==> config.mk <==
export PLATFORM = sky130hd
export DESIGN_NAME = esio_supervisor
export DESIGN_NICKNAME = d
export VERILOG_FILES = /design/src/hw/esio_supervisor.v /design/src/hw/esio_sync.v
export VERILOG_INCLUDE_DIRS = /design/src /design/src/hw
export SDC_FILE = /design/constraint.sdc
export NUM_CORES = 1
export LEC_CHECK = 0
export ABC_AREA = 1
export BUFFER_PORTS_ARGS = -buffer_cell sky130_fd_sc_hd__buf_2
export CORE_UTILIZATION = 40
export DETAILED_ROUTE_END_ITERATION = 8
export PLACE_DENSITY = 0.7
export SYNTH_ARGS = -nofsm -noshare
export SYNTH_HDL_FRONTEND = slang
export SYNTH_SLANG_ARGS = --single-unit
==> constraint.sdc <==
create_clock -name aclk -period 2 [get_ports aclk]
set_input_delay 0.3 -clock aclk [delete_from_list [all_inputs] [get_ports aclk]]
set_output_delay 0.3 -clock aclk [all_outputs]
set_load 0.01 [all_outputs]
==> src/hw/esio_consts.vh <==
// What this block does
// - Auto function 2 drives port 319 in auto
// - Class 0: any running program means auto
// - Stop or open gate holds in-range outputs; OUT drives them while emergency runs
// - Stop or gate starts emergency program, ranged
// - Emergency program must command no motion
// - Type 0: program running or cancel cause
// - Type 1: cancel cause regardless of program
// - Type 2: error, cancel, during program execution
// - Type 3: error and cancel, regardless of program
// - Release action 3 issues software reset
// - Release action 4 clears pending error
// - Autorun in AUTO starts program after restart
// - Autorun in AUTO starts program after reset
// - Recovery 0 re-enables drive after release
// - Action 2 resumes after release and 021 edge if auto was on at the stop
// - Pause-cancel function 1 uses input 021
// - Input 017 held one second soft resets
// - Soft-reset function 1 uses input 017
`ifndef ESIO_CONSTS_VH
`define ESIO_CONSTS_VH

// ----------------------------------------------------------------
// Register byte offsets
// ----------------------------------------------------------------
`define ESIO_OFF_CTRL 8'h00
`define ESIO_OFF_PROG 8'h04
`define ESIO_OFF_RANGE 8'h08
`define ESIO_OFF_OUT 8'h0C
`define ESIO_OFF_STATUS 8'h10
`define ESIO_OFF_EVENT 8'h14
`define ESIO_OFF_CMD 8'h18

// ----------------------------------------------------------------
// Field positions
// ----------------------------------------------------------------
`define ESIO_CTRL_AUTOFN 1:0
`define ESIO_CTRL_CLASS 3:2
`define ESIO_CTRL_STYPE 5:4
`define ESIO_CTRL_RELACT 8:6
`define ESIO_CTRL_AUTORUN 9
`define ESIO_CTRL_DRVREC 10
`define ESIO_CTRL_PCANFN 11
`define ESIO_CTRL_SRSTFN 12
`define ESIO_PROG_EMERG 7:0
`define ESIO_PROG_EXEC 15:8
`define ESIO_RANGE_LO 8:0
`define ESIO_RANGE_HI 24:16
`define ESIO_CMD_DRVON 0
`define ESIO_CMD_EDONE 1
`define ESIO_EV_REFUSED 0
`define ESIO_EV_RESUMED 1
`define ESIO_EV_SRST 2
`define ESIO_EV_ERST 3

// ----------------------------------------------------------------
// Reset values and setting codes
// ----------------------------------------------------------------
`define ESIO_CTRL_RST 32'h00000000
`define ESIO_PROG_RST 32'h00000000
`define ESIO_RANGE_RST 32'h00000000
`define ESIO_OUT_RST 32'h00000000
`define ESIO_AUTOFN_ON 2'h2
`define ESIO_CLASS_RUN 2'h0
`define ESIO_STYPE_RUN_OR_CAN 2'h0
`define ESIO_STYPE_CAN 2'h1
`define ESIO_STYPE_ERR_RUN 2'h2
`define ESIO_STYPE_ERR 2'h3
`define ESIO_REL_RESUME 3'h2
`define ESIO_REL_SRST 3'h3
`define ESIO_REL_ERST 3'h4

// ----------------------------------------------------------------
// Port numbers and timing
// ----------------------------------------------------------------
`define ESIO_OUT_BASE 300
`define ESIO_OUT_COUNT 24
`define ESIO_AUTO_PORT 319
`define ESIO_IN_COUNT 32
`define ESIO_IN_PCAN 21
`define ESIO_IN_SRST 17
`define ESIO_CLK_MHZ 100
`define ESIO_SRST_HOLD_MS 1000
`define ESIO_SRST_HOLD_CYCLES (`ESIO_SRST_HOLD_MS * 1000 * `ESIO_CLK_MHZ)

`endif

==> src/hw/esio_supervisor.v <==
`timescale 1ns/1ps
`include "esio_consts.vh"
module esio_supervisor #(
    parameter AW = 8,
    parameter NOUT = `ESIO_OUT_COUNT,
    parameter NIN = `ESIO_IN_COUNT,
    parameter [31:0] HOLD_CYCLES = `ESIO_SRST_HOLD_CYCLES
) (
    // Clock and reset
    input wire aclk,
    input wire aresetn,
    // AXI4-Lite write
    input wire [AW-1:0] s_axi_awaddr,
    input wire s_axi_awvalid,
    output reg s_axi_awready,
    input wire [31:0] s_axi_wdata,
    input wire [3:0] s_axi_wstrb,
    input wire s_axi_wvalid,
    output reg s_axi_wready,
    output reg [1:0] s_axi_bresp,
    output reg s_axi_bvalid,
    input wire s_axi_bready,
    // AXI4-Lite read
    input wire [AW-1:0] s_axi_araddr,
    input wire s_axi_arvalid,
    output reg s_axi_arready,
    output reg [31:0] s_axi_rdata,
    output reg [1:0] s_axi_rresp,
    output reg s_axi_rvalid,
    input wire s_axi_rready,
    // Discrete pins
    input wire [NIN-1:0] din_in,
    input wire estop_in,
    input wire gate_open_in,
    output reg [NOUT-1:0] dout_r,
    // Controller status, same clock
    input wire prog_running,
    input wire mode_auto,
    input wire err_op_level,
    input wire all_cancel,
    input wire emerg_prog_motion,
    // Controller commands
    output reg prog_start_r,
    output reg [7:0] prog_num_r,
    output reg soft_reset_r,
    output reg err_reset_r,
    output reg resume_r,
    output reg pause_cancel_r,
    output reg drive_en_r,
    output reg emerg_run_r,
    output reg auto_op_r
);
    localparam [AW-1:0] A_CTRL = `ESIO_OFF_CTRL;
    localparam [AW-1:0] A_PROG = `ESIO_OFF_PROG;
    localparam [AW-1:0] A_RANGE = `ESIO_OFF_RANGE;
    localparam [AW-1:0] A_OUT = `ESIO_OFF_OUT;
    localparam [AW-1:0] A_STATUS = `ESIO_OFF_STATUS;
    localparam [AW-1:0] A_EVENT = `ESIO_OFF_EVENT;
    localparam [AW-1:0] A_CMD = `ESIO_OFF_CMD;
    localparam [1:0] RESP_OK = 2'h0;
    localparam [1:0] RESP_ERR = 2'h2;
    localparam integer AUTO_IDX = `ESIO_AUTO_PORT - `ESIO_OUT_BASE;

    // ----------------------------------------------------------------
    // Functions
    // ----------------------------------------------------------------
    function [31:0] merge;
        input [31:0] old;
        input [31:0] nw;
        input [3:0] strb;
        integer b;
        begin
            merge = old;
            for (b = 0; b < 4; b = b + 1) begin
                if (strb[b]) begin
                    merge[b*8 +: 8] = nw[b*8 +: 8];
                end
            end
        end
    endfunction

    function mapped;
        input [AW-1:0] a;
        begin
            mapped = (a == A_CTRL) || (a == A_PROG) || (a == A_RANGE) || (a == A_OUT) ||
                     (a == A_STATUS) || (a == A_EVENT) || (a == A_CMD);
        end
    endfunction

    // ----------------------------------------------------------------
    // Input synchronisers and edges
    // ----------------------------------------------------------------
    wire [NIN+1:0] pins_s;
    reg [NIN-1:0] din_prev_r;
    reg stop_prev_r;
    reg cancel_prev_r;

    esio_sync #(.W(NIN + 2)) u_sync (
        .aclk(aclk),
        .aresetn(aresetn),
        .d_in({gate_open_in, estop_in, din_in}),
        .q_r(pins_s)
    );

    wire [NIN-1:0] din_s = pins_s[NIN-1:0];
    wire estop_s = pins_s[NIN];
    wire gate_s = pins_s[NIN+1];
    wire stop_act = estop_s | gate_s;
    wire stop_rise = stop_act & ~stop_prev_r;
    wire stop_fall = ~stop_act & stop_prev_r;
    wire [NIN-1:0] din_rise = din_s & ~din_prev_r;
    wire cancel_evt = stop_rise | (all_cancel & ~cancel_prev_r);

    // ----------------------------------------------------------------
    // Registers
    // ----------------------------------------------------------------
    reg [31:0] ctrl_r;
    reg [31:0] prog_r;
    reg [31:0] range_r;
    reg [31:0] out_sw_r;
    reg [3:0] event_r;
    reg [AW-1:0] aw_addr_r;
    reg aw_have_r;
    reg [31:0] w_data_r;
    reg [3:0] w_strb_r;
    reg w_have_r;
    reg was_auto_r;
    reg resume_arm_r;
    reg autorun_pend_r;
    reg [31:0] hold_cnt_r;

    wire [1:0] autofn = ctrl_r[`ESIO_CTRL_AUTOFN];
    wire [1:0] aclass = ctrl_r[`ESIO_CTRL_CLASS];
    wire [1:0] stype = ctrl_r[`ESIO_CTRL_STYPE];
    wire [2:0] relact = ctrl_r[`ESIO_CTRL_RELACT];
    wire autorun = ctrl_r[`ESIO_CTRL_AUTORUN];
    wire drvrec = ctrl_r[`ESIO_CTRL_DRVREC];
    wire pcanfn = ctrl_r[`ESIO_CTRL_PCANFN];
    wire srstfn = ctrl_r[`ESIO_CTRL_SRSTFN];
    wire [8:0] rng_lo = range_r[`ESIO_RANGE_LO];
    wire [8:0] rng_hi = range_r[`ESIO_RANGE_HI];

    wire wr_fire = aw_have_r & w_have_r & ~s_axi_bvalid;
    wire [31:0] wr_m = merge(32'h00000000, w_data_r, w_strb_r);
    wire wr_cmd = wr_fire && (aw_addr_r == A_CMD);

    // ----------------------------------------------------------------
    // Decisions
    // ----------------------------------------------------------------
    reg [NOUT-1:0] in_rng;
    reg emerg_cond;
    integer i;
    integer j;

    always @* begin
        for (i = 0; i < NOUT; i = i + 1) begin
            in_rng[i] = ((`ESIO_OUT_BASE + i) >= rng_lo) && ((`ESIO_OUT_BASE + i) <= rng_hi);
        end
    end

    always @* begin
        emerg_cond = 1'b0;
        case (stype)
            `ESIO_STYPE_RUN_OR_CAN: emerg_cond = prog_running | cancel_evt;
            `ESIO_STYPE_CAN: emerg_cond = cancel_evt;
            `ESIO_STYPE_ERR_RUN: emerg_cond = err_op_level & cancel_evt & prog_running;
            `ESIO_STYPE_ERR: emerg_cond = err_op_level & cancel_evt;
            default: emerg_cond = 1'b0;
        endcase
    end

    // Start is only considered at a cancellation event, also for type 0
    wire emerg_try = cancel_evt & emerg_cond & ~emerg_run_r;
    wire emerg_ok = emerg_try & ~emerg_prog_motion;
    wire emerg_ref = emerg_try & emerg_prog_motion;
    wire auto_now = (aclass == `ESIO_CLASS_RUN) ? prog_running : (prog_running & mode_auto);
    wire hold_fire = srstfn && din_s[`ESIO_IN_SRST] && (hold_cnt_r == HOLD_CYCLES - 32'h1);
    wire srst_now = (stop_fall && (relact == `ESIO_REL_SRST)) | hold_fire;
    wire erst_now = stop_fall && (relact == `ESIO_REL_ERST);
    wire pcan_rise = pcanfn & din_rise[`ESIO_IN_PCAN] & ~stop_act;
    wire resume_now = pcan_rise & resume_arm_r;

    // ----------------------------------------------------------------
    // AXI4-Lite slave and register file
    // ----------------------------------------------------------------
    always @(posedge aclk) begin
        if (!aresetn) begin
            s_axi_awready <= 1'b0;
            s_axi_wready <= 1'b0;
            s_axi_bvalid <= 1'b0;
            s_axi_bresp <= RESP_OK;
            aw_addr_r <= {AW{1'b0}};
            aw_have_r <= 1'b0;
            w_data_r <= 32'h00000000;
            w_strb_r <= 4'h0;
            w_have_r <= 1'b0;
            ctrl_r <= `ESIO_CTRL_RST;
            prog_r <= `ESIO_PROG_RST;
            range_r <= `ESIO_RANGE_RST;
            out_sw_r <= `ESIO_OUT_RST;
            event_r <= 4'h0;
        end else begin
            s_axi_awready <= ~aw_have_r & ~s_axi_awready & s_axi_awvalid;
            s_axi_wready <= ~w_have_r & ~s_axi_wready & s_axi_wvalid;
            if (s_axi_awvalid && s_axi_awready) begin
                aw_addr_r <= s_axi_awaddr;
                aw_have_r <= 1'b1;
            end
            if (s_axi_wvalid && s_axi_wready) begin
                w_data_r <= s_axi_wdata;
                w_strb_r <= s_axi_wstrb;
                w_have_r <= 1'b1;
            end
            if (s_axi_bvalid && s_axi_bready) begin
                s_axi_bvalid <= 1'b0;
            end
            if (wr_fire) begin
                aw_have_r <= 1'b0;
                w_have_r <= 1'b0;
                s_axi_bvalid <= 1'b1;
                s_axi_bresp <= mapped(aw_addr_r) ? RESP_OK : RESP_ERR;
                if (aw_addr_r == A_CTRL) begin
                    ctrl_r <= merge(ctrl_r, w_data_r, w_strb_r);
                end
                if (aw_addr_r == A_PROG) begin
                    prog_r <= merge(prog_r, w_data_r, w_strb_r);
                end
                if (aw_addr_r == A_RANGE) begin
                    range_r <= merge(range_r, w_data_r, w_strb_r);
                end
                if (aw_addr_r == A_OUT) begin
                    out_sw_r <= merge(out_sw_r, w_data_r, w_strb_r);
                end
            end
            // Set wins over a write-one-to-clear in the same cycle
            event_r <= (event_r & ~((wr_fire && (aw_addr_r == A_EVENT)) ? wr_m[3:0] : 4'h0)) |
                       {erst_now, srst_now, resume_now, emerg_ref};
        end
    end

    always @(posedge aclk) begin
        if (!aresetn) begin
            s_axi_arready <= 1'b0;
            s_axi_rvalid <= 1'b0;
            s_axi_rdata <= 32'h00000000;
            s_axi_rresp <= RESP_OK;
        end else begin
            s_axi_arready <= ~s_axi_arready & ~s_axi_rvalid & s_axi_arvalid;
            if (s_axi_rvalid && s_axi_rready) begin
                s_axi_rvalid <= 1'b0;
            end
            if (s_axi_arvalid && s_axi_arready) begin
                s_axi_rvalid <= 1'b1;
                s_axi_rresp <= mapped(s_axi_araddr) ? RESP_OK : RESP_ERR;
                case (s_axi_araddr)
                    A_CTRL: s_axi_rdata <= ctrl_r;
                    A_PROG: s_axi_rdata <= prog_r;
                    A_RANGE: s_axi_rdata <= range_r;
                    A_OUT: s_axi_rdata <= out_sw_r;
                    A_STATUS: s_axi_rdata <= {24'h000000, was_auto_r, auto_op_r, resume_arm_r, drive_en_r,
                                              emerg_run_r, gate_s, estop_s, stop_act};
                    A_EVENT: s_axi_rdata <= {28'h0000000, event_r};
                    default: s_axi_rdata <= 32'h00000000;
                endcase
            end
        end
    end

    // ----------------------------------------------------------------
    // Supervisor state
    // ----------------------------------------------------------------
    always @(posedge aclk) begin
        if (!aresetn) begin
            din_prev_r <= {NIN{1'b0}};
            stop_prev_r <= 1'b0;
            cancel_prev_r <= 1'b0;
            was_auto_r <= 1'b0;
            resume_arm_r <= 1'b0;
            autorun_pend_r <= 1'b0;
            hold_cnt_r <= 32'h00000000;
            emerg_run_r <= 1'b0;
            drive_en_r <= 1'b0;
            auto_op_r <= 1'b0;
            prog_start_r <= 1'b0;
            prog_num_r <= 8'h00;
            soft_reset_r <= 1'b0;
            err_reset_r <= 1'b0;
            resume_r <= 1'b0;
            pause_cancel_r <= 1'b0;
            dout_r <= {NOUT{1'b0}};
        end else begin
            din_prev_r <= din_s;
            stop_prev_r <= stop_act;
            cancel_prev_r <= all_cancel;
            auto_op_r <= auto_now;
            soft_reset_r <= srst_now;
            err_reset_r <= erst_now;
            resume_r <= resume_now;
            pause_cancel_r <= pcan_rise & ~resume_arm_r;
            prog_start_r <= 1'b0;
            // Hold counter saturates so one long press gives one reset
            if (srstfn && din_s[`ESIO_IN_SRST]) begin
                if (hold_cnt_r != HOLD_CYCLES) begin
                    hold_cnt_r <= hold_cnt_r + 32'h1;
                end
            end else begin
                hold_cnt_r <= 32'h00000000;
            end
            if (stop_rise) begin
                was_auto_r <= auto_op_r;
                resume_arm_r <= 1'b0;
                drive_en_r <= 1'b0;
            end else if (stop_fall) begin
                emerg_run_r <= 1'b0;
                resume_arm_r <= (relact == `ESIO_REL_RESUME) & was_auto_r;
                if (!drvrec) begin
                    drive_en_r <= 1'b1;
                end
            end else if (resume_now) begin
                resume_arm_r <= 1'b0;
            end
            if (wr_cmd && wr_m[`ESIO_CMD_DRVON] && !stop_act) begin
                drive_en_r <= 1'b1;
            end
            if (wr_cmd && wr_m[`ESIO_CMD_EDONE]) begin
                emerg_run_r <= 1'b0;
            end
            if (srst_now | erst_now) begin
                autorun_pend_r <= 1'b1;
            end else if (autorun_pend_r) begin
                autorun_pend_r <= 1'b0;
            end
            if (emerg_ok) begin
                emerg_run_r <= 1'b1;
                prog_start_r <= 1'b1;
                prog_num_r <= prog_r[`ESIO_PROG_EMERG];
            end else if (autorun_pend_r && autorun && mode_auto && !stop_act) begin
                prog_start_r <= 1'b1;
                prog_num_r <= prog_r[`ESIO_PROG_EXEC];
            end
            for (j = 0; j < NOUT; j = j + 1) begin
                if (stop_act && in_rng[j]) begin
                    if (emerg_run_r) begin
                        dout_r[j] <= out_sw_r[j];
                    end
                end else if (stop_act) begin
                    dout_r[j] <= 1'b0;
                end else if ((j == AUTO_IDX) && (autofn == `ESIO_AUTOFN_ON)) begin
                    dout_r[j] <= auto_now;
                end else begin
                    dout_r[j] <= out_sw_r[j];
                end
            end
        end
    end
endmodule // esio_supervisor

==> src/hw/esio_sync.v <==
`timescale 1ns/1ps
module esio_sync #(
    parameter W = 1
) (
    // Clock and reset
    input wire aclk,
    input wire aresetn,
    // Data
    input wire [W-1:0] d_in,
    output reg [W-1:0] q_r
);
    reg [W-1:0] meta_r;

    always @(posedge aclk) begin
        if (!aresetn) begin
            meta_r <= {W{1'b0}};
            q_r <= {W{1'b0}};
        end else begin
            meta_r <= d_in;
            q_r <= meta_r;
        end
    end
endmodule // esio_sync

==> results of run 1 <==
-- worst max-delay path, cell delays in order, from the launching register on --
cell     delay [ps]
dfxtp_1         410
nand2_1         160
inv_1           100
nand2_1         200
o21ai_0         470
inv_1           160
a31oi_1         190
nor2_1           50
-- sequential cells by signal, indices dropped and copies added (netlist names), 4 cells and up --
register / cells
prog_r: 32
hold_cnt_r: 32
dout_r: 24
prog_num_r: 8
aw_addr_r: 8
ctrl_r: 32
w_data_r: 32
range_r: 32
u_sync.meta_r: 4
event_r: 4
out_sw_r: 32
s_axi_rdata: 32
u_sync.q_r: 4
w_strb_r: 4
-- final timing paths --
path | start | to | slack, ps | cells after the start
setup reg to reg | range_r[24] | dout_r[5] | 150 | 7
hold / removal | s_axi_arvalid | s_axi_arready | 20 | 3
setup / recovery | range_r[24] | dout_r[5] | 150 | 7
hold reg to reg | u_sync.meta_r[21] | u_sync.q_r[21] | 420 | 2
-- layout by cell type, fill, tap and decap left out, types with 5 or more instances in the layout --
master / synthesis / routed
clkbuf_1: 63 / 5
clkbuf_8: 0 / 6
or2_2: 9 / 9
dfxtp_1: 303 / 303
clkinv_2: 0 / 8
nor2_1: 261 / 258
nor3_1: 34 / 34
o21ai_0: 224 / 224
inv_2: 8 / 9
o21ai_1: 17 / 17
a31oi_1: 7 / 7
buf_4: 3 / 32
nand3_1: 200 / 200
nor2_2: 2 / 5
clkbuf_16: 0 / 35
buf_12: 0 / 10
dlygate4sd3_1: 0 / 5
nand2_2: 5 / 7
nand2_1: 317 / 315
nand3b_1: 8 / 8
nand4_1: 25 / 25
a21oi_1: 223 / 223
inv_1: 174 / 173
o211ai_1: 6 / 6
buf_2: 26 / 145
-- cells by family (layout without fill, tap and decap cells) --
logic type,count (synthesis),after routing,share of synthesized area
compound gates,489,489,0.1842
xor+xnor,1,1,0.0006455
fa+ha+maj,4,4,0.003688
buf+inv,275,433,0.07929
flops,303,303,0.4470
other cells,1,2,0.0002763
simple gates,878,878,0.2849
-- layer usage --
layer	wire, um	part of all wire	GRT usage
met1	19450	0.46	0.3367
met2	18580	0.44	0.3799
met3	2801	0.066	0.03271
met4	1387	0.033	0.09082
met5	0	0	0
-- cell usage after synthesis, drive strengths merged --
cell / number / area share
a211oi: 1 / 0.00055
a21oi: 223 / 0.082
a31oi: 7 / 0.0032
and3: 1 / 0.00046
buf: 30 / 0.012
clkbuf: 63 / 0.017
conb: 1 / 0.00028
dfxtp: 303 / 0.45
ha: 4 / 0.0037
inv: 182 / 0.050
nand2: 325 / 0.092
nand2b: 1 / 0.00046
nand3: 200 / 0.074
nand3b: 8 / 0.0044
nand4: 26 / 0.012
nor2: 269 / 0.080
nor3: 37 / 0.016
nor3b: 1 / 0.00055
nor4: 1 / 0.00046
o2111ai: 2 / 0.0013
o211ai: 6 / 0.0033
o21a: 1 / 0.00055
o21ai: 241 / 0.089
o21bai: 4 / 0.0022
o22ai: 3 / 0.0014
o31ai: 1 / 0.00055
or2: 9 / 0.0041
xor2: 1 / 0.00065
-- power by group --
group          switching, mW  internal [mW]
clock network           2.57           3.71
logic                  0.497          0.285
registers              0.123           6.15
-- layout make-up --
class,instances,share of cell area
inverters,182,0.04247
repair buffers,192,0.07561
well taps,448,0.03485
flip-flops and latches,303,0.3771
clock inverters,13,0.008556
clock buffers,46,0.06075
multi-input cells,1374,0.4007
-- timing repair --
item	CTS	global route
hold buffers	5	0
gates resized for setup	0	3
endpoints found under the setup margin	0	5
hold endpoints to repair	5	0
-- metrics by stage --
stage	instances	setup slack [ps]	instance area [um^2]
after floorplan	1952	88.04	13570
after global placement	2494	226.0	14910
after detailed placement	2494	192.6	14910
after CTS	2558	177.2	16080
after global routing	2558	13.42	16090
final	2558	149.5	16090
==> flow_summary.ini, run 1 <==
[power]
p_total_mw = 13.33
p_leak_nw = 6.414
ir_drop_mv = 0.5323
power_density_mw_per_mm2 = 828.5

[setup_path]
cp-start-kind = flop
cp-end-kind = flop
arrival_ps = 2270
critical_path.max_fanout = 8
crit_type = flop to flop
required_ps = 2420

[status]
status = completed

[detailed_routing]
dr.first_iter.drc_count = 1404
wirelength_um = 42220
first_pass_iters = 6
wl_per_cell_um = 16.51
remaining_drc_errors = 0
ant_nets = 0
viasPerCell = 5.321
vias = 13612

[finish]
seq_area_mm2 = 0.006066
fin_util = 0.4809
drive_above_1_share = 0.1346
diodes = 0
synthToLayoutAreaGrowth_pct = 18.53
multiInputGateArea_mm2 = 0.006445
fillers = 3397
final_nets = 2189

[timing]
rsz0062_at_grt = false
setup_violations = 0
period_share = 0.9253
worst_pin_slew_ps = 1042
finalHoldViolations = 0
tns_ps = 0
slew_headroom = 0.3043
holdWs_ps = 23.14
min_period_ps = 1851
clock_skew_ps = 13.98
report.final.slew_viol_count = 0
max_freq_mhz = 540.4

[global_routing]
grt_pass1_vias = 12372
grt_first_pass_wirelength_um = 66070
antenna_found_initial = 0
grt_overflow = 0
grt.total_usage = 0.2418
grt_max_degree = 94

[clocking]
cts_setup_buffers = 0
cts_buffers = 34
h-tree-depth = 2
cts_sinks = 303
cts_tree = built
cts.path.max_buffers = 3
clock-root-buffer = clkbuf_16
path_clk_slew_ps = 60
insertion_delay_ps = 520

[yosys]
ys_types = 40
synthCells = 1951
netlist_area_mm2 = 0.01357
yosys_register_bits = 303
yosysWarnings = 0
synth_seq_area_share = 0.4470
syn_area_per_cell_um2 = 6.956

[placed_design]
place_congestion = 0.9355
port_buffers = 146
hpwl_um = 30900

[die]
ios = 179
initial_utilization = 0.4057
die_w_um = 186.2
core_region_area_mm2 = 0.03345
num_rows = 67
die_h_um = 186.2
dieArea_mm2 = 0.03467

[run]
drv_cap = 0

[hold_path]
hold_path.class = input port to flop
(Power assumes the default switching activity.)
==> run 2, diff against run 1 <==
--- a/config.mk
+++ b/config.mk
@@ -6,11 +6,11 @@
 export SDC_FILE = /design/constraint.sdc
 export NUM_CORES = 1
 export LEC_CHECK = 0
-export ABC_AREA = 1
 export BUFFER_PORTS_ARGS = -buffer_cell sky130_fd_sc_hd__buf_2
 export CORE_UTILIZATION = 40
 export DETAILED_ROUTE_END_ITERATION = 8
 export PLACE_DENSITY = 0.7
+export SLEW_MARGIN = 20
 export SYNTH_ARGS = -nofsm -noshare
 export SYNTH_HDL_FRONTEND = slang
 export SYNTH_SLANG_ARGS = --single-unit
==> constraint.sdc (replaced) <==
create_clock -name aclk -period 1.7 [get_ports aclk]
set_input_delay 0.255 -clock aclk [delete_from_list [all_inputs] [get_ports aclk]]
set_output_delay 0.255 -clock aclk [all_outputs]
set_load 0.01 [all_outputs]
==> run 2 against run 1 <==
  * Via count shrank 5.7%
  * Register-to-register slack lost 130 ps
  * Flip-flop and latch count is the same
  * Utilization grew 6.7 points
  * Clock power grew 23%
==> flow_summary.ini, run 2 <==
[status]
status = completed

[power]
p_leak_nw = 6.581
power_frac_comb = 0.061
p_seq_frac = 0.456
clkPwrFrac = 0.483
switching_share = 0.2258
ir_drop_mv = 0.6287
power.internal_mw = 12.41
p_switching_mw = 3.618
power_density_mw_per_mm2 = 915.3

[setup_path]
cp-start-kind = flop
slowest_delay_ps = 540
cp-end-kind = flop
cp_slowest_cell = or3b_2
path_buf_inv = 1
critical_path.max_fanout = 4
required_ps = 2110
cp_cell_sequence = or3b_2 -> nor3_2 -> a2111oi_4 -> buf_4 -> nand4_1 -> nand3_1
crit_type = flop to flop
arrival_ps = 2080
crit_family = simple AND/OR/NAND/NOR gates

[finish]
final_common_cell = nand2_1
fin_util = 0.5477
final_nets = 1969
synthToLayoutAreaGrowth_pct = 33.33
final_cell_mix = nand2_1 (290), dfxtp_1 (285), a21oi_1 (160), buf_2 (147), nand3_1 (125)
fillers = 2878
diodes = 0
drive_above_1_share = 0.2541

[timing]
period_share = 0.9859
min_period_ps = 1676
rsz0062_at_grt = true
clock_skew_ps = 25.73
tns_ps = 0
setup_violations = 0
finalHoldViolations = 0
max_freq_mhz = 596.6
holdWs_ps = 7.756
report.final.slew_viol_count = 0
layout_setup_ws_ps = 23.93

[global_routing]
grt_max_degree = 40
grt_overflow = 0
grt_first_pass_wirelength_um = 63850
grt.total_usage = 0.2384
antenna_found_initial = 0
grt_pass1_vias = 12000

[placed_design]
port_buffers = 146
place_congestion = 0.9450
dp_worst_setup_slack_ps = -273.4
hpwl_um = 29840

[detailed_routing]
remaining_drc_errors = 0
dr.first_iter.drc_count = 1036
ant_nets = 0
wl_per_cell_um = 17.80
first_pass_iters = 5
vias = 12831
wirelength_um = 41430
viasPerCell = 5.512

[die]
core_region_area_mm2 = 0.03196
dieArea_mm2 = 0.03355
num_rows = 65
die_w_um = 183.2
initial_utilization = 0.4108
ios = 179
die_h_um = 183.2

[yosys]
synth_commonest_cells = dfxtp_1 (303), nand2_1 (303), a21oi_1 (174), nand3_1 (128), nor2_1 (115)
ys_types = 74
syn_area_per_cell_um2 = 8.145
synth_top_cell_area_share = 0.4620
yosysWarnings = 0
ys.flop_type = dfxtp_1
synth_edf_count = 0
synthArstFlopShare = 0
synth_top_cell_by_area = dfxtp_1
yosys_register_bits = 303
synthTopCellsByArea = dfxtp_1 (46%), nand2_1 (8.7%), a21oi_1 (6.6%)
netlist_area_mm2 = 0.01313
synth_seq_area_share = 0.4620
synthCells = 1612

[clocking]
path_clk_slew_ps = 60
insertion_delay_ps = 520
cts_buffers = 34
h-tree-depth = 2
cts_sinks = 303
cts.path.max_buffers = 3
clock-root-buffer = clkbuf_16
cts_tree = built

[hold_path]
hold_path.class = input port to flop

[run]
drv_cap = 0
[run 2: changes by cell type in the layout (fill, tap and decap cells not counted), sizes merged, moves of 19 or more]
cell	change
nand2	-22
nor2	-150
mux2i	+72
dlygate4sd3	+31
a21oi	-49
nor3	-20
xnor2	+21
inv	-168
and2	+22
a22oi	+29
o21ai	-150
buf	+109
nor4	+19
nand3	-72
[run 2: per-layer routing]
metal  vias to the layer above  track usage  share of wire
li1                       6168            -              -
met1                      6109       0.3242           0.45
met2                       477       0.3822           0.46
met3                        77      0.03892          0.067
met4                         0      0.08167          0.030
met5                         -            0              0
[run 2: kinds of logic (layout without fill, tap and decap cells)]
kind of cell,Yosys count,in the layout,synth area share
muxes,78,78,0.06261
buffers and inverters,134,414,0.04193
DFF,303,303,0.4620
AOI/OAI and AO/OA,366,366,0.1632
adders and majority gates,4,4,0.003812
other,1,2,0.0002856
xor gates and xnor gates,28,28,0.01868
and+or+nand+nor,698,698,0.2475
[run 2: cell type report]
cell class	instances	area (um^2)	area share
multi-input combinational	1176	6980	0.3987
sequential	303	6093	0.3481
timing repair buffer	336	2611	0.1492
clock buffer	54	1067	0.06096
tap	435	544.3	0.03109
clock inverter	8	140.1	0.008005
inverter	16	70.07	0.004002
[run 2: worst paths after layout]
path | startpoint | end | slack (ps) | cells after the start
worst max-delay path | range_r[24] | dout_r[22] | 20 | 6
worst min-delay path | s_axi_wdata[27] | w_data_r[27] | 8 | 3
worst max register to register | range_r[24] | dout_r[22] | 20 | 6
worst min register to register | u_sync.meta_r[33] | u_sync.q_r[33] | 430 | 1
[run 2: metrics by stage]
| stage | power (mW) | cell area (um^2) | std cells |
|---|---|---|---|
| 4_1_cts | 16.07 | 17010 | 2320 |
| 5_1_grt | 16.51 | 17510 | 2328 |
| 6_report | 16.02 | 17510 | 2328 |
| 3_5_place_dp | 8.333 | 15360 | 2222 |
| 3_3_place_gp | 8.323 | 15360 | 2222 |
| 2_1_floorplan | 7.904 | 13260 | 1613 |
[run 2: power groups by stage]
stage / registers (mW) / clock network (mW) / logic, mW
finish: 7.30 / 7.74 / 0.982
detailed placement: 7.46 / 0 / 0.878
global placement: 7.45 / 0 / 0.872
global route: 7.31 / 8.14 / 1.05
CTS: 7.30 / 7.82 / 0.947
floorplan: 7.44 / 0 / 0.464
[run 2: repair_timing]
item                                    CTS  global route
pin swaps                                 0             8
gates cloned                              0             5
endpoints found under the hold margin    36             0
buffers inserted                          0             3
hold buffers                             36             0
gates resized for setup                  23            89
endpoints found under the setup margin   80           151
[run 2: tightest hold or removal path, cell delays in order]
cell     delay, ps
buf_2          110
nand2_1         50
a21oi_1         50
==> run 3, diff against run 2 <==
--- a/config.mk
+++ b/config.mk
@@ -7,9 +7,9 @@
 export NUM_CORES = 1
 export LEC_CHECK = 0
 export BUFFER_PORTS_ARGS = -buffer_cell sky130_fd_sc_hd__buf_2
-export CORE_UTILIZATION = 40
+export CORE_UTILIZATION = 52
 export DETAILED_ROUTE_END_ITERATION = 8
-export PLACE_DENSITY = 0.7
+export PLACE_DENSITY = 0.85
 export SLEW_MARGIN = 20
 export SYNTH_ARGS = -nofsm -noshare
 export SYNTH_HDL_FRONTEND = slang
==> run 3 against run 2 <==
  * The flow now finishes with violations (setup timing)
  * Non-clock buffer count increased by 12
  * Utilization increased by 16 points
  * Clock skew decreased by 5.2 ps
  * Routed wire length increased by 9.5%
  * Critical path depth decreased by 1
  * Via count increased by 6.0%
  * Register-to-register slack got worse by 110 ps
  * Sequential power about the same
  * Fmax decreased by 6.2%
  * Die area decreased by 23%
  * Largest cell class unchanged
  * Highest routed layer unchanged
==> flow_summary.ini, run 3 (synthesis gave the netlist of run 2 again) <==
[setup_path]
required_ps = 2140
r2r_end = hold_cnt_r[30]
r2r_cells = 5
cp-start-kind = flop
slowest_delay_ps = 470
cp_cell_sequence = nand4_1 -> nor4_2 -> nor4b_4 -> xnor2_1 -> nor2_1
arrival_ps = 2220
cp-end-kind = flop
crit_family = simple AND/OR/NAND/NOR gates
crit_type = flop to flop
cp_slowest_cell = nor4_2
r2r_start = hold_cnt_r[22]
path_buf_inv = 0
r2r_slack_ps = -90
critical_path.max_fanout = 4

[timing]
max_freq_mhz = 559.8
worst_pin_slew_ps = 525.1
rsz0062_at_grt = true
report.final.slew_viol_count = 0
min_period_ps = 1786
period_share = 1.051
slew_headroom = 0.6486
finalHoldViolations = 0
clock_skew_ps = 20.49
layout_setup_ws_ps = -86.27
setup_violations = 8

[finish]
synthToLayoutAreaGrowth_pct = 32.06
final_cell_mix = nand2_1 (291), dfxtp_1 (281), a21oi_1 (165), buf_2 (146), nand3_1 (123)
instances_no_fill = 2221
multiInputGateArea_mm2 = 0.007071
final_nets = 1977
drive_above_1_share = 0.2541
diodes = 0
fillers = 1759
design_area_mm2 = 0.01734
seq_area_mm2 = 0.006101
final_common_cell = nand2_1

[power]
power_density_mw_per_mm2 = 874.1
p_leak_nw = 6.570
ir_drop_mv = 0.8093

[placed_design]
port_buffers = 146
placement.cell_area_mm2 = 0.01513
place_congestion = 0.9903
dp_worst_setup_slack_ps = -139.2
dp.cells = 2105
hpwl_um = 29060

[die]
core_region_area_mm2 = 0.02453
ios = 179
num_rows = 57
die_h_um = 160.9
die_w_um = 160.9
dieArea_mm2 = 0.02589
initial_utilization = 0.5352

[detailed_routing]
wl_per_cell_um = 20.42
dr.first_iter.drc_count = 1713
vias = 13597
remaining_drc_errors = 0
first_pass_iters = 6
viasPerCell = 6.122
ant_nets = 0
wirelength_um = 45360

[hold_path]
whs_path_depth = 3
hold_start = prog_running
worstHoldEndpoint = auto_op_r
hold_path.class = input port to flop

[clocking]
clock-root-buffer = clkbuf_16
cts.path.max_buffers = 3
h-tree-depth = 1
cts_tree = built
path_clk_slew_ps = 60
insertion_delay_ps = 560
cts_buffers = 30
cts_sinks = 303

[global_routing]
grt_overflow = 0
grt_first_pass_wirelength_um = 67030
grt.total_usage = 0.3218
antenna_found_initial = 0
grt_max_degree = 44
grt_pass1_vias = 12615

[status]
status = finished with violations
violations = setup timing

[run]
drv_cap = 0
## run 3: cell types whose count changed in the layout (fill, tap and decap cells not counted), sizes merged
cell         change
clkinv           +2
clkinvlp         +2
clkbuf          -14
buf              -4
dlygate4sd3     +18
## run 3: repair_timing
| action | CTS | global route |
|---|---|---|
| endpoints found under the hold margin | 54 | 0 |
| hold buffers | 54 | 0 |
| pin swaps | 1 | 13 |
| gates cloned | 0 | 2 |
| gates resized for setup | 23 | 110 |
| buffers inserted | 1 | 5 |
| setup endpoints to repair | 129 | 159 |
## run 3: per-stage QoR
| step | TNS (ps) | util | hold slack (ps) | power [mW] |
|---|---|---|---|---|
| floorplan | -942.2 | - | 373.3 | 7.904 |
| global placement | -1903 | 0.6165 | 414.2 | 8.275 |
| detailed placement | -7181 | 0.6165 | 416.9 | 8.295 |
| CTS | 0 | 0.6845 | 43.16 | 15.09 |
| global route | -1699 | 0.7068 | 70.35 | 15.53 |
| finish | -270.8 | 0.7068 | 59.87 | 15.16 |
## run 3: worst max path at each step
stage | to | slack, ps | depth (start not counted) | start
4_1_cts | range_r[21] | 1 | 6 | aw_addr_r[0]
3_3_place_gp | s_axi_rdata[11] | -80 | 5 | s_axi_araddr[1]
3_5_place_dp | s_axi_rdata[10] | -140 | 5 | s_axi_araddr[1]
6_report | hold_cnt_r[30] | -90 | 5 | hold_cnt_r[22]
2_1_floorplan | prog_num_r[0] | -110 | 11 | u_sync.q_r[32]
5_1_grt | hold_cnt_r[30] | -170 | 5 | hold_cnt_r[22]
## run 3: tightest hold or removal path, stage by stage
cell,delay [ps]
buf_2,110
o21ai_0,140
nor2_1,60
## run 3: final cells by class
class	instances	area share
clock inverters	12	0.008226
repair buffers	348	0.1541
clock buffers	42	0.05058
well taps	324	0.02338
inverters	16	0.004041
multi-input cells	1176	0.4078
flip-flops and latches	303	0.3519
## run 3: power by group
| group | internal, mW | leakage, nW | total, mW | switching, mW |
|---|---|---|---|---|
| sequential | 7.20 | 2.46 | 7.31 | 0.115 |
| clock | 4.03 | 0.497 | 6.84 | 2.80 |
| combinational | 0.423 | 3.61 | 1.01 | 0.587 |
| total | 11.7 | 6.57 | 15.2 | 3.51 |
## run 3: per-layer routing
| metal | vias to the layer above | share of wire | global-route usage |
|---|---|---|---|
| met4 | 0 | 0.048 | 0.1149 |
| met1 | 6371 | 0.38 | 0.4237 |
| li1 | 6188 | - | - |
| met3 | 195 | 0.094 | 0.04700 |
| met5 | - | 0 | 0 |
| met2 | 843 | 0.48 | 0.5359 |
